[src/inc/scss_regs.vh]
// Register map and constants of the speed command source selector
`ifndef SCSS_REGS_VH
`define SCSS_REGS_VH

// Byte addresses (AXI4-Lite, one word each)
`define SCSS_ADDR_GAIN       12'h200
`define SCSS_ADDR_PRESET1    12'h204
`define SCSS_ADDR_PRESET2    12'h208
`define SCSS_ADDR_PRESET3    12'h20C
`define SCSS_ADDR_SCALE      12'h210
`define SCSS_ADDR_CTRL       12'h214
`define SCSS_ADDR_STATUS     12'h218
`define SCSS_ADDR_CMD        12'h21C
`define SCSS_ADDR_GAIN_USED  12'h220

// Reset values and limits
`define SCSS_GAIN_RST        16'h0023
`define SCSS_GAIN_MAX        16'h07FF
`define SCSS_PRESET_MAX      32'sh0000EA60
`define SCSS_PRESET_MIN      32'shFFFF15A0
`define SCSS_SCALE_RST       16'h0100
`define SCSS_SCALE_SHIFT     8

// Control register fields
`define SCSS_CTRL_ZERO       0
`define SCSS_CTRL_TORQUE     1
`define SCSS_CTRL_AUTO       2

// Source select codes
`define SCSS_SRC_ANALOG      2'h0
`define SCSS_SRC_PRE1        2'h1
`define SCSS_SRC_PRE2        2'h2
`define SCSS_SRC_PRE3        2'h3

// AXI responses
`define SCSS_RESP_OKAY       2'h0
`define SCSS_RESP_SLVERR     2'h2

`endif

[src/core/scss_sel_sync.v]
// Two-stage sampler of the speed select inputs
`timescale 1ns/1ps
`default_nettype none
module scss_sel_sync (
  input  wire       ref_clk_i,   // System clock
  input  wire       sys_rst_i,   // Sync reset, active high
  input  wire [1:0] sel_i,       // Raw select pair {bit1, bit0}
  output reg  [1:0] sel_o        // Registered select pair
);
  reg [1:0] stage;

  // Both bits move together through two stages
  always @(posedge ref_clk_i) begin
    if (sys_rst_i) begin
      stage <= 2'h0;
      sel_o <= 2'h0;
    end else begin
      stage <= sel_i;
      sel_o <= stage;
    end
  end
endmodule
`default_nettype wire

[src/core/scss_top.v]
// Speed command source selector with AXI4-Lite registers
`timescale 1ns/1ps
`default_nettype none
`include "scss_regs.vh"

////////////////////////////////////////////////////////////////////////////
// Functional notes
// - Select 00 in analog mode takes the command from the analog reference.
// - Select 00 in zero command mode forces the command to zero.
// - Select 01, 10, 11 picks preset one, two or three.
// - A new preset applies as soon as the select inputs change, no trigger.
// - Presets are signed, clamped to -60000..+60000, 0.1 r/min per count.
// - The analog reference of -10..+10 V is scaled by the analog scaling.
// - The same command is the speed command or, in torque modes, the limit.
// - Position loop gain is 16 bits, range 0..2047, default 35.
// - Manual tuning uses only the user-set gain, no automatic adjustment.
// - Auto tuning starts from the user gain and adjusts it itself.
module scss_top (
  input  wire               ref_clk_i,       // 100 MHz clock
  input  wire               sys_rst_i,       // Sync reset, active high
  input  wire               speed_select_bit0_i, // Select bit 0, ON = 1
  input  wire               speed_select_bit1_i, // Select bit 1, ON = 1
  input  wire signed [15:0] analog_ref_i,    // Converted analog reference
  input  wire signed [15:0] tuned_gain_i,    // Gain from inertia estimator
  input  wire               tuned_valid_i,   // Estimator result pulse
  output reg  signed [31:0] speed_cmd_o,     // Speed command, 0.1 r/min
  output reg                speed_cmd_vld_o, // Command is speed command
  output reg                speed_lim_vld_o, // Command is speed limit
  output reg         [15:0] position_loop_gain_o, // Gain in use, rad/s
  output wire               auto_tune_en_o,  // Auto tuning enabled
  input  wire        [11:0] s_axi_awaddr,    // Write address
  input  wire               s_axi_awvalid,   // Write address valid
  output wire               s_axi_awready,   // Write address ready
  input  wire        [31:0] s_axi_wdata,     // Write data
  input  wire        [3:0]  s_axi_wstrb,     // Write strobes
  input  wire               s_axi_wvalid,    // Write data valid
  output wire               s_axi_wready,    // Write data ready
  output reg         [1:0]  s_axi_bresp,     // Write response
  output reg                s_axi_bvalid,    // Write response valid
  input  wire               s_axi_bready,    // Write response ready
  input  wire        [11:0] s_axi_araddr,    // Read address
  input  wire               s_axi_arvalid,   // Read address valid
  output wire               s_axi_arready,   // Read address ready
  output reg         [31:0] s_axi_rdata,     // Read data
  output reg         [1:0]  s_axi_rresp,     // Read response
  output reg                s_axi_rvalid,    // Read data valid
  input  wire               s_axi_rready     // Read data ready
);

  ////////////////////////////////////////////////////////////////////////////
  // Declarations
  reg        [15:0] position_loop_gain;
  reg signed [31:0] preset_speed_one;
  reg signed [31:0] preset_speed_two;
  reg signed [31:0] preset_speed_three;
  reg        [15:0] analog_speed_scaling;
  reg        [2:0]  ctrl;
  reg        [11:0] aw_addr;
  reg               aw_full;
  reg        [31:0] w_data;
  reg        [3:0]  w_strb;
  reg               w_full;
  wire       [1:0]  sel;
  wire       [31:0] wmerged;
  wire              do_write;
  reg signed [31:0] next_cmd;
  reg        [31:0] rd_mux;
  reg               rd_hit;
  wire signed [31:0] analog_scaled;
  wire signed [31:0] preset_wr;
  wire       [31:0] gain_merged;
  wire       [31:0] scale_merged;

  wire zero_command_mode = ctrl[`SCSS_CTRL_ZERO];
  wire torque_mode       = ctrl[`SCSS_CTRL_TORQUE];
  assign auto_tune_en_o  = ctrl[`SCSS_CTRL_AUTO];

  ////////////////////////////////////////////////////////////////////////////
  // Helper functions
  // Apply byte strobes to an old word
  function [31:0] strb_merge;
    input [31:0] old;
    input [31:0] nw;
    input [3:0]  st;
    integer k;
    begin
      strb_merge = old;
      for (k = 0; k < 4; k = k + 1) begin
        if (st[k]) begin
          strb_merge[k*8 +: 8] = nw[k*8 +: 8];
        end
      end
    end
  endfunction

  // Clamp a signed word to the preset range
  function signed [31:0] clamp_preset;
    input signed [31:0] v;
    begin
      if (v > `SCSS_PRESET_MAX) begin
        clamp_preset = `SCSS_PRESET_MAX;
      end else if (v < `SCSS_PRESET_MIN) begin
        clamp_preset = `SCSS_PRESET_MIN;
      end else begin
        clamp_preset = v;
      end
    end
  endfunction

  // Clamp a gain value to 0..2047
  function [15:0] clamp_gain;
    input [31:0] v;
    begin
      if (v > {16'h0000, `SCSS_GAIN_MAX}) begin
        clamp_gain = `SCSS_GAIN_MAX;
      end else begin
        clamp_gain = v[15:0];
      end
    end
  endfunction

  ////////////////////////////////////////////////////////////////////////////
  // Select input sampling
  scss_sel_sync u_sync (
    .ref_clk_i (ref_clk_i),
    .sys_rst_i (sys_rst_i),
    .sel_i     ({speed_select_bit1_i, speed_select_bit0_i}),
    .sel_o     (sel)
  );

  ////////////////////////////////////////////////////////////////////////////
  // AXI write channel capture
  assign s_axi_awready = !aw_full && !s_axi_bvalid;
  assign s_axi_wready  = !w_full && !s_axi_bvalid;
  assign do_write      = aw_full && w_full && !s_axi_bvalid;

  always @(posedge ref_clk_i) begin
    if (sys_rst_i) begin
      aw_full <= 1'b0;
      aw_addr <= 12'h000;
      w_full  <= 1'b0;
      w_data  <= 32'h00000000;
      w_strb  <= 4'h0;
    end else begin
      if (s_axi_awvalid && s_axi_awready) begin
        aw_full <= 1'b1;
        aw_addr <= s_axi_awaddr;
      end else if (do_write) begin
        aw_full <= 1'b0;
      end
      if (s_axi_wvalid && s_axi_wready) begin
        w_full <= 1'b1;
        w_data <= s_axi_wdata;
        w_strb <= s_axi_wstrb;
      end else if (do_write) begin
        w_full <= 1'b0;
      end
    end
  end

  ////////////////////////////////////////////////////////////////////////////
  // Register writes and response
  assign wmerged   = w_data;
  assign preset_wr = clamp_preset(strb_merge(32'h00000000, w_data, w_strb));
  // Full words after strobes, upper bits kept for the gain clamp
  assign gain_merged  = strb_merge({16'h0000, position_loop_gain}, wmerged,
                                   w_strb);
  assign scale_merged = strb_merge({16'h0000, analog_speed_scaling}, wmerged,
                                   w_strb);

  always @(posedge ref_clk_i) begin
    if (sys_rst_i) begin
      position_loop_gain   <= `SCSS_GAIN_RST;
      preset_speed_one     <= 32'h00000000;
      preset_speed_two     <= 32'h00000000;
      preset_speed_three   <= 32'h00000000;
      analog_speed_scaling <= `SCSS_SCALE_RST;
      ctrl                 <= 3'h0;
      s_axi_bvalid         <= 1'b0;
      s_axi_bresp          <= `SCSS_RESP_OKAY;
    end else begin
      if (s_axi_bvalid && s_axi_bready) begin
        s_axi_bvalid <= 1'b0;
      end
      if (do_write) begin
        s_axi_bvalid <= 1'b1;
        s_axi_bresp  <= `SCSS_RESP_OKAY;
        case (aw_addr)
          `SCSS_ADDR_GAIN: begin
            position_loop_gain <= clamp_gain(gain_merged);
          end
          `SCSS_ADDR_PRESET1: preset_speed_one   <= preset_wr;
          `SCSS_ADDR_PRESET2: preset_speed_two   <= preset_wr;
          `SCSS_ADDR_PRESET3: preset_speed_three <= preset_wr;
          `SCSS_ADDR_SCALE: begin
            analog_speed_scaling <= scale_merged[15:0];
          end
          `SCSS_ADDR_CTRL: begin
            if (w_strb[0]) begin
              ctrl <= w_data[2:0];
            end
          end
          `SCSS_ADDR_STATUS, `SCSS_ADDR_CMD, `SCSS_ADDR_GAIN_USED: begin
            s_axi_bresp <= `SCSS_RESP_OKAY; // Read-only, write ignored
          end
          default: s_axi_bresp <= `SCSS_RESP_SLVERR;
        endcase
      end
    end
  end

  ////////////////////////////////////////////////////////////////////////////
  // Read decode
  assign s_axi_arready = !s_axi_rvalid;

  always @* begin
    rd_hit = 1'b1;
    case (s_axi_araddr)
      `SCSS_ADDR_GAIN:      rd_mux = {16'h0000, position_loop_gain};
      `SCSS_ADDR_PRESET1:   rd_mux = preset_speed_one;
      `SCSS_ADDR_PRESET2:   rd_mux = preset_speed_two;
      `SCSS_ADDR_PRESET3:   rd_mux = preset_speed_three;
      `SCSS_ADDR_SCALE:     rd_mux = {16'h0000, analog_speed_scaling};
      `SCSS_ADDR_CTRL:      rd_mux = {29'h00000000, ctrl};
      `SCSS_ADDR_STATUS:    rd_mux = {28'h0000000, speed_lim_vld_o,
                                      speed_cmd_vld_o, sel};
      `SCSS_ADDR_CMD:       rd_mux = speed_cmd_o;
      `SCSS_ADDR_GAIN_USED: rd_mux = {16'h0000, position_loop_gain_o};
      default: begin
        rd_mux = 32'h00000000;
        rd_hit = 1'b0;
      end
    endcase
  end

  // Read response register
  always @(posedge ref_clk_i) begin
    if (sys_rst_i) begin
      s_axi_rvalid <= 1'b0;
      s_axi_rdata  <= 32'h00000000;
      s_axi_rresp  <= `SCSS_RESP_OKAY;
    end else if (s_axi_arvalid && s_axi_arready) begin
      s_axi_rvalid <= 1'b1;
      s_axi_rdata  <= rd_mux;
      s_axi_rresp  <= rd_hit ? `SCSS_RESP_OKAY : `SCSS_RESP_SLVERR;
    end else if (s_axi_rvalid && s_axi_rready) begin
      s_axi_rvalid <= 1'b0;
    end
  end

  ////////////////////////////////////////////////////////////////////////////
  // Source selection
  // Full scale 16-bit reference times scaling, divided by 2^8
  assign analog_scaled = (analog_ref_i * $signed({1'b0,
    analog_speed_scaling})) >>> `SCSS_SCALE_SHIFT;

  always @* begin
    case (sel)
      `SCSS_SRC_ANALOG: begin
        if (zero_command_mode) begin
          next_cmd = 32'h00000000;
        end else begin
          next_cmd = analog_scaled;
        end
      end
      `SCSS_SRC_PRE1: next_cmd = preset_speed_one;
      `SCSS_SRC_PRE2: next_cmd = preset_speed_two;
      `SCSS_SRC_PRE3: next_cmd = preset_speed_three;
      default:        next_cmd = 32'h00000000;
    endcase
  end

  // Command updated every cycle, no trigger needed
  always @(posedge ref_clk_i) begin
    if (sys_rst_i) begin
      speed_cmd_o     <= 32'h00000000;
      speed_cmd_vld_o <= 1'b0;
      speed_lim_vld_o <= 1'b0;
    end else begin
      speed_cmd_o     <= next_cmd;
      speed_cmd_vld_o <= !torque_mode;
      speed_lim_vld_o <= torque_mode;
    end
  end

  ////////////////////////////////////////////////////////////////////////////
  // Gain in use: manual keeps user value, auto adopts estimator results
  always @(posedge ref_clk_i) begin
    if (sys_rst_i) begin
      position_loop_gain_o <= `SCSS_GAIN_RST;
    end else if (!auto_tune_en_o) begin
      position_loop_gain_o <= position_loop_gain;
    end else if (tuned_valid_i) begin
      // Negative estimate floors at zero rather than saturating to full gain
      position_loop_gain_o <= clamp_gain(tuned_gain_i[15] ? 32'h00000000 :
                                         {16'h0000, tuned_gain_i});
    end
  end

  // Entering auto mode starts from the user value
  // (handled above: gain in use equals user value until first result)
endmodule
`default_nettype wire

[config.mk]
export PLATFORM = sky130hd
export DESIGN_NAME = scss_top
export DESIGN_NICKNAME = d
export VERILOG_FILES = /design/src/core/scss_sel_sync.v /design/src/core/scss_top.v
export VERILOG_INCLUDE_DIRS = /design/src /design/src/inc
export SDC_FILE = /design/constraint.sdc
export NUM_CORES = 1
export LEC_CHECK = 0
export ABC_AREA = 1
export BUFFER_PORTS_ARGS = -buffer_cell sky130_fd_sc_hd__buf_2
export CAP_MARGIN = 20
export CORE_ASPECT_RATIO = 0.5
export CORE_MARGIN = 2
export CORE_UTILIZATION = 55
export DETAILED_ROUTE_END_ITERATION = 10
export GPL_ROUTABILITY_DRIVEN = 0
export PLACE_DENSITY = 0.78
export SLEW_MARGIN = 20
export SYNTH_ARGS = -nofsm -noshare
export SYNTH_HDL_FRONTEND = slang
export SYNTH_SLANG_ARGS = --single-unit
[constraint.sdc]
create_clock -name ref_clk_i -period 6.21 [get_ports ref_clk_i]
set_input_delay 0.621 -clock ref_clk_i [delete_from_list [all_inputs] [get_ports ref_clk_i]]
set_output_delay 0.621 -clock ref_clk_i [all_outputs]
set_load 0.03 [all_outputs]
# Yosys cells after proc, flatten, opt, wreduce, memory -nomap -nowiden
# Cells that the tools add are included.
# W data, S select, Z words.
dict set report op_classes {
  add_sub_neg 0
  mul 1
  div_mod_pow 0
  order_cmp 4
  eq_ne 22
  shifts 0
  mux 26
  bitwise_logic 0
  reduce_logical 28
}
# op n
set ops {}
lappend ops {{$pmux W32 S9} 1}
lappend ops {{$eq A12 B10 Y1 const B} 18}
lappend ops {{$pmux W32 S4} 1}
lappend ops {{$mux W32} 3}
lappend ops {{$mux W16} 3}
lappend ops {{$mux W8} 6}
lappend ops {{$gt A32 B11 Y1 const B} 1}
lappend ops {{$gt A32 B17 Y1 const B} 1}
lappend ops {{$lt A32 B17 Y1 const B} 1}
lappend ops {{$mul A16 B17 Y32} 1}
lappend ops {{$mux W15} 2}
lappend ops {{$reduce_or A9 Y1} 2}
lappend ops {{$gt A15 B11 Y1 const B} 1}
lappend ops {{$logic_and A1 B1 Y1} 9}
lappend ops {{$reduce_and A3 Y1} 3}
lappend ops {{$mux W1} 8}
lappend ops {{$reduce_and A2 Y1} 4}
lappend ops {{$reduce_bool A2 Y1} 4}
lappend ops {{$logic_not A1 Y1} 5}
lappend ops {{$eq A2 B2 Y1 const B} 2}
lappend ops {{$mux W2} 2}
lappend ops {{$eq A2 B1 Y1 const B} 1}
lappend ops {{$logic_not A2 Y1} 1}
lappend ops {{$ne A2 B2 Y1 const B} 1}
dict set report totals {
  register_bits 273
  latch_bits 0
  mem_bits_rw 0
  rom_bits 0
  inputBits 102
  wordCells 104
  mem_count 0
}

# Depth between registers and ports, before layout
# Gate-level depths: netlist of run 1.
dict set report logic_depth {
  depth_word 5
  ltp_mapped 26
}

# By module
# A second synthesis of run 1 with hierarchy kept.
dict set report hier_totals {
  hier_cells 2965
  area_unflattened_um2 21464.3
}
# mod n_inst cells_each area_per_inst_um2 seq_area_each_um2
set modules_own_cells {}
lappend modules_own_cells {scss_top 1 2953 21354.2 5345.1}
lappend modules_own_cells {scss_sel_sync 1 12 110.1 80.1}

# Worst setup path before layout of run 1
# Ideal clock, no wire load.
dict set report synth_timing {
  path_kind {in2reg}
  start {input port analog_ref_i[9]}
  end {register speed_cmd_o[26]}
  setup_ns 0.071
  t_arrival_ns 5.794
  path_slack_ns 0.345
  cell_stages 25
  n_path_buf 2
  cell_sequence {clkbuf_1 -> clkbuf_1 -> nand2_1 -> fa_1 -> inv_1 -> fa_1 -> inv_1 -> fa_1 -> inv_1 -> fa_1 -> fa_1 -> inv_1 -> fa_1 -> inv_1 -> ha_1 -> nand2_1 -> nor2_1 -> inv_1 -> nor3_1 -> nand2_1 -> nand2_1 -> nand2_1 -> nand3_1 -> nand3_2 -> a21oi_1}
}
dict set report synth_between {
  elab_chain_len 3
}
# item line_no
set synth_rtl {}
lappend synth_rtl {{from (decl)} scss_top.v:23} ;# input wire signed [15:0] analog_ref_i,
lappend synth_rtl {{$mul A16 B17 Y32} scss_top.v:254} ;# assign analog_scaled = (analog_ref_i * $signed({1'b0,
lappend synth_rtl {{$mux W32} scss_top.v:260} ;# if (zero_command_mode) begin
lappend synth_rtl {{$pmux W32 S4} scss_top.v:258} ;# case (sel)
lappend synth_rtl {{to (signal assigned)} scss_top.v:280} ;# speed_cmd_o <= next_cmd;
lappend synth_rtl {{to (decl)} scss_top.v:26} ;# output reg signed [31:0] speed_cmd_o,
# Every way passes these cells.
# A chain may end at the register's enable or synchronous reset.

# Worst setup path in the final report of run 1
dict set report layout_timing {
  start {register analog_speed_scaling[12]}
  end {register speed_cmd_o[21]}
}
dict set report layout_between {
  elab_chain_len 3
}
# item line_no
set layout_rtl {}
lappend layout_rtl {{from (decl)} scss_top.v:56} ;# reg [15:0] analog_speed_scaling;
lappend layout_rtl {{from (signal assigned)} scss_top.v:177} ;# analog_speed_scaling <= `SCSS_SCALE_RST;
lappend layout_rtl {{from (signal assigned)} scss_top.v:196} ;# analog_speed_scaling <= scale_merged[15:0];
lappend layout_rtl {{$mul A16 B17 Y32} scss_top.v:254}
lappend layout_rtl {{$mux W32} scss_top.v:260}
lappend layout_rtl {{$pmux W32 S4} scss_top.v:258}
# Every way passes these cells.

==> impl_metrics.tcl, run 1 <==
set metrics [dict create \
    outcome "completed" \
    required_ns 6.68 \
    r2r_slack_ns 0.25 \
    path_cells "nand2_1 > fa_1 > fa_1 > inv_1 > fa_1 > fa_1 > fa_1 > inv_1 > fa_1 > inv_1 > ha_1 > nand2_1 > nor2_1 > inv_1 > nor3_1 > nand2_1 > nand3_1 > nand3_1 > a21oi_1" \
    cts_buffers 27 \
    slew_viol_final 0 \
    die_area_um2 40200 \
    power.leakage_nw 11.9 \
    rr_startpoint "analog_speed_scaling[12]$_SDFFE_PP0P_" \
    synth-edff-count 0 \
    cap_violations 0 \
    root_buffer "clkbuf_16" \
    coreArea_um2 37700 \
    grt_pass1_vias 19800 \
    tightestPinTransition_ns 1.02 \
    io_pins 194 \
    skew_ns 0.0119 \
    cp-start-kind "register" \
    dieHeight_um 143 \
    post-route-util_pct 62.2 \
    clockBufferDepth 3 \
    fmax_ghz 0.168 \
    route.detailed.wl_per_inst_um 17.7 \
    clock_latency_ns 0.54 \
    end_kind "register" \
    path_delay_family "adder cells" \
    clock-sinks 271 \
    syn_avg_cell_area_um2 7.11 \
    vias 20100 \
    netlist_instances 2983 \
    min_from "speed_select_bit1_i" \
    tns_ns 0 \
    die_w_um 282 \
    portBuffers 191 \
    synth.top_cell.area_share_pct 25.6 \
    hold_violations 0 \
    critical_path_arrival_ns 6.43 \
    grt_max_degree 94 \
    first_pass_iters 9 \
    synth_cell_types 49 \
    viasPerCell 5.53 \
    drive_gt1_share_pct 10.5 \
    final_common_cell "nand2_1" \
    path_max_fanout 10 \
    drt_iter0_markers 1990 \
    postLayoutCellArea_um2 23400 \
    cpPeakStageDelay_ns 0.68 \
    slowest_stage "dfxtp_1" \
    p_per_area_nw_per_um2 176 \
    n_fill_cell 3468 \
    core.rowCount 50 \
    dp_cells 3583 \
    dpl_cell_area_um2 22500 \
    synth_area_leader_cell "dfxtp_1" \
    ctsHtreeMaxLevel 1 \
    hold_class "in -> reg" \
    gr-total-overflow 0 \
    synthArstFlopShare_pct 0 \
    ir_worst_vdd_mv 0.187 \
    dp_hpwl_um 49000 \
    layout_common_cells "nand2_1, inv_1, a21oi_1" \
    slew_headroom_pct 31.7 \
    min_period_over_period_pct 96.0 \
    finalWirelength_um 64100 \
    nNetsFinal 3502 \
    post_cts_buffers 0 \
    worstSetupPathType "reg -> reg" \
    synth_area_leaders "dfxtp_1, fa_1, nand2_1, inv_1, ha_1" \
    cts_tree "done" \
    synth-seq-cells 271 \
    hold_end "u_sync.stage[1]$_SDFF_PP0_" \
    synth_flop_cell "dfxtp_1" \
    grt_setup_unrepaired "no" \
    grt_use_total_pct 32.5 \
    area_delta_synth_final_pct 10.5 \
    grt_pass1_wl_um 103000 \
    timing.rr.end "speed_cmd_o[21]$_SDFF_PP0_" \
    antenna_found_initial 0 \
    ant_nets 0 \
    initial_core_util_pct 56.3 \
    crit_buf_inv 4 \
    power_mw 4.13 \
    cp_common_cell "fa_1" \
    route.detailed.drc 0 \
    diodes 0 \
    instances_no_fill 3632 \
    period_needed_ns 5.96 \
    syn_area_um2 21200 \
    ys_seq_area_share_pct 25.6 \
    setup_viol 0 \
    clk_pin_slew_worst_paths_ns 0.07 \
    rr_worst_depth 19 \
    holdPathStages 3 \
    synth_warnings 0 \
]
-- flip-flops by register name (all words and copies together) (netlist names), 32 cells and up --
signal	cells
s_axi_rdata	32
preset_speed_two	32
w_data	32
speed_cmd_o	32
preset_speed_three	32
preset_speed_one	32
-- metal layers --
| layer | share of wire (%) | wire, µm | global-route usage (%) |
|---|---|---|---|
| met1 | 40 | 25400 | 42.7 |
| met2 | 46 | 29200 | 52.9 |
| met3 | 11 | 7020 | 7.05 |
| met4 | 3.8 | 2460 | 12.3 |
| met5 | 0 | 0 | 0 |
-- metrics by stage --
step	worst slack, ns	hold WS, ns
after floorplan	0.345	0.388
after global placement	0.158	0.412
after detailed placement	0.0737	0.401
after CTS	0.238	0.281
after global routing	0.00836	0.286
final	0.248	0.282
-- area by class of cell --
| type | count | area (µm²) | share of cell area [%] |
|---|---|---|---|
| multi-input combinational | 1975 | 13000 | 55.3 |
| sequential | 271 | 5430 | 23.2 |
| inverter | 576 | 2160 | 9.23 |
| timing repair buffer | 241 | 1350 | 5.74 |
| clock buffer | 39 | 811 | 3.46 |
| tap | 520 | 651 | 2.78 |
| clock inverter | 10 | 82.6 | 0.352 |
-- how the worst max path moves through the flow --
stage | startpoint | end | slack, ns | depth (start not counted)
6_report | analog_speed_scaling[12]$_SDFFE_PP0P_ | speed_cmd_o[21]$_SDFF_PP0_ | 0.25 | 19
3_5_place_dp | analog_ref_i[6] | speed_cmd_o[24]$_SDFF_PP0_ | 0.07 | 24
4_1_cts | analog_speed_scaling[7]$_SDFFE_PP0P_ | speed_cmd_o[26]$_SDFF_PP0_ | 0.24 | 24
5_1_grt | analog_speed_scaling[12]$_SDFFE_PP0P_ | speed_cmd_o[22]$_SDFF_PP0_ | 0.008 | 20
2_1_floorplan | analog_ref_i[9] | speed_cmd_o[26]$_SDFF_PP0_ | 0.35 | 25
3_3_place_gp | analog_ref_i[10] | speed_cmd_o[9]$_SDFF_PP0_ | 0.16 | 19
-- kinds of logic (layout without fill, tap and decap cells) --
group / after synthesis / in the layout / synth area share, %
other: 1 / 2 / 0.0177
XOR/XNOR: 12 / 12 / 0.496
AO/OA/AOI/OAI: 575 / 575 / 14.5
adder cells (fa/ha/maj): 308 / 308 / 25.0
buffers and inverters: 738 / 866 / 13.5
AND/OR/NAND/NOR: 1078 / 1078 / 20.9
flip-flops: 271 / 271 / 25.6
-- power breakdown --
group	internal, mW	switching (mW)
logic	0.193	0.458
registers	1.79	0.0460
clock network	0.947	0.699
-- cells in the mapped netlist, drive strengths merged, types with 6 or more instances --
cell,count
a211oi,8
a21oi,274
a221oi,14
a22o,11
buf,43
clkbuf,119
clkinv,6
dfxtp,271
fa,193
ha,115
inv,570
nand2,710
nand3,89
nand3b,9
nand4,26
nor2,200
nor3,34
o2111ai,7
o21ai,236
o22ai,10
xor2,8
-- timing repair --
item	CTS	global route
hold buffers	0	0
endpoints found under the setup margin	0	15
gates resized for setup	0	5
-- worst reg2reg max path, cell delays in order (launching register included) --
cell,delay (ns)
dfxtp_1,0.68
nand2_1,0.18
fa_1,0.59
fa_1,0.53
inv_1,0.06
fa_1,0.58
fa_1,0.45
fa_1,0.51
inv_1,0.06
fa_1,0.53
inv_1,0.04
ha_1,0.37
nand2_1,0.13
nor2_1,0.27
inv_1,0.10
nor3_1,0.18
nand2_1,0.11
nand3_1,0.08
nand3_1,0.22
a21oi_1,0.20
Power figures use the tool's default switching activity.
==> inputs of run 2 (changes only) <==
Settings changed: SETUP_SLACK_MARGIN set to 0.4.
==> run 2 against run 1 <==
Compared with the run above:
- cell count rose by 0.14%
- worst setup slack improved by 0.30 ns
- global-route usage down 0.50 points
- first-iteration DRC count decreased by 4.0%
- power is 1.1% lower
- cell area rose by 0.96%
- largest power group unchanged
- largest cell class unchanged
- count of clock-buffer cells in the layout stayed put
==> impl_metrics.tcl, run 2 (same netlist as run 1, synthesis figures left out) <==
set metrics [dict create \
    outcome "completed" \
    clk_pin_slew_worst_paths_ns 0.07 \
    drive_gt1_share_pct 11.9 \
    power_switching_mw 1.21 \
    seqPwrFrac_pct 45.0 \
    rr_startpoint "analog_speed_scaling[11]$_SDFFE_PP0P_" \
    tns_ns 0 \
    min_from "speed_select_bit1_i" \
    end_kind "register" \
    ant_nets 0 \
    first_pass_iters 6 \
    grt_pass1_wl_um 102000 \
    area_delta_synth_final_pct 11.6 \
    route.detailed.wl_per_inst_um 17.6 \
    grt_pass1_vias 19500 \
    initial_core_util_pct 56.3 \
    die_area_um2 40200 \
    portBuffers 191 \
    rr_worst_depth 22 \
    nNetsFinal 3509 \
    required_ns 6.66 \
    root_buffer "clkbuf_16" \
    io_pins 194 \
    min_period_over_period_pct 91.1 \
    power.leakage_nw 11.9 \
    hold_violations 0 \
    ctsHtreeMaxLevel 1 \
    finalWirelength_um 64000 \
    cts_tree "done" \
    viasPerCell 5.56 \
    p_int_mw 2.88 \
    core.rowCount 50 \
    antenna_found_initial 0 \
    setup_viol 0 \
    cts_buffers 26 \
    slew_viol_final 0 \
    layout_common_cells "nand2_1, inv_1, a21oi_1" \
    gr-total-overflow 0 \
    drt_iter0_markers 1910 \
    hold_end "u_sync.stage[1]$_SDFF_PP0_" \
    coreArea_um2 37700 \
    critical_path_arrival_ns 6.11 \
    vias 20200 \
    skew_ns 0.0140 \
    final_common_cell "nand2_1" \
    grt_max_degree 115 \
    holdPathStages 3 \
    worstSetupPathType "reg -> reg" \
    clkPwrFrac_pct 38.3 \
    path_max_fanout 13 \
    dieHeight_um 143 \
    period_needed_ns 5.66 \
    grt_setup_unrepaired "no" \
    hold_class "in -> reg" \
    swShare_pct 29.7 \
    slew_headroom_pct 34.3 \
    r2r_slack_ns 0.55 \
    p_comb_share_pct 16.7 \
    cp-start-kind "register" \
    ir_worst_vdd_mv 0.221 \
    dp_hpwl_um 48900 \
    holdWs_ns 0.291 \
    p_per_area_nw_per_um2 173 \
    cap_violations 0 \
    clockBufferDepth 3 \
    clock_latency_ns 0.54 \
    clock-sinks 271 \
    crit_start "analog_speed_scaling[11]$_SDFFE_PP0P_" \
    grt_use_total_pct 32.0 \
    timing.rr.end "speed_cmd_o[26]$_SDFF_PP0_" \
    diodes 0 \
    die_w_um 282 \
    route.detailed.drc 0 \
    tightestPinTransition_ns 0.980 \
    fmax_ghz 0.177 \
]
-- run 2: final cells by class --
type,count,area (µm²)
multi-input combinational,1975,13100
tap,520,651
fill,3365,14000
sequential,271,5460
inverter,576,2160
clock inverter,7,35.0
clock buffer,39,791
timing repair buffer,249,1460
-- run 2: power by group through the flow --
| stage | registers [mW] | clock network (mW) | logic (mW) |
|---|---|---|---|
| 5_1_grt | 1.84 | 1.63 | 0.751 |
| 6_report | 1.84 | 1.57 | 0.683 |
| 4_1_cts | 1.84 | 1.56 | 0.641 |
| 3_3_place_gp | 1.88 | 0 | 0.626 |
| 2_1_floorplan | 1.90 | 0 | 0.405 |
| 3_5_place_dp | 1.88 | 0 | 0.637 |
-- run 2: worst max path at each step --
stage | cells past startpoint | endpoint | slack [ns]
2_1_floorplan | 22 | speed_cmd_o[26]$_SDFF_PP0_ | 0.40
3_3_place_gp | 23 | speed_cmd_o[24]$_SDFF_PP0_ | 0.20
3_5_place_dp | 24 | speed_cmd_o[26]$_SDFF_PP0_ | 0.09
4_1_cts | 24 | speed_cmd_o[26]$_SDFF_PP0_ | 0.40
5_1_grt | 24 | speed_cmd_o[26]$_SDFF_PP0_ | 0.39
6_report | 22 | speed_cmd_o[26]$_SDFF_PP0_ | 0.55
-- run 2: through the flow --
| step | util [%] | cell area, µm² | std cells | setup WS (ns) | power (mW) |
|---|---|---|---|---|---|
| finish | 62.8 | 23700 | 3637 | 0.550 | 4.09 |
| global route | 62.8 | 23700 | 3637 | 0.391 | 4.23 |
| floorplan | - | 21200 | 2984 | 0.403 | 2.30 |
| detailed placement | 59.9 | 22600 | 3587 | 0.0897 | 2.51 |
| global placement | 59.9 | 22600 | 3587 | 0.199 | 2.50 |
| CTS | 62.1 | 23400 | 3633 | 0.399 | 4.04 |
-- run 2: per-layer routing --
metal	share of wire (%)	GRT usage, %
met5	0	0
met4	4.2	12.6
met3	10	6.07
met2	46	52.5
met1	39	42.1
-- run 2: timing repair --
item	4_1_cts	5_1_grt
pin swaps	0	13
gates resized for setup	7	62
hold buffers	0	0
buffers inserted	0	3
setup endpoints to repair	18	28
-- run 2: worst max-delay path, stage by stage, from the launching register on --
cell and delay, ns:
dfxtp_1 0.33, buf_6 0.18, nand2_1 0.10, fa_1 0.63, fa_1 0.47, fa_1 0.52
inv_1 0.05, fa_1 0.52, fa_1 0.55, inv_1 0.06, fa_1 0.56, inv_1 0.10
ha_4 0.27, a21oi_1 0.23, o21ai_2 0.12, a21oi_1 0.13, nand2_1 0.10, nand2_1 0.08
nand2_1 0.05, nand2_1 0.07, nand3_2 0.12, buf_12 0.18, a21oi_1 0.14
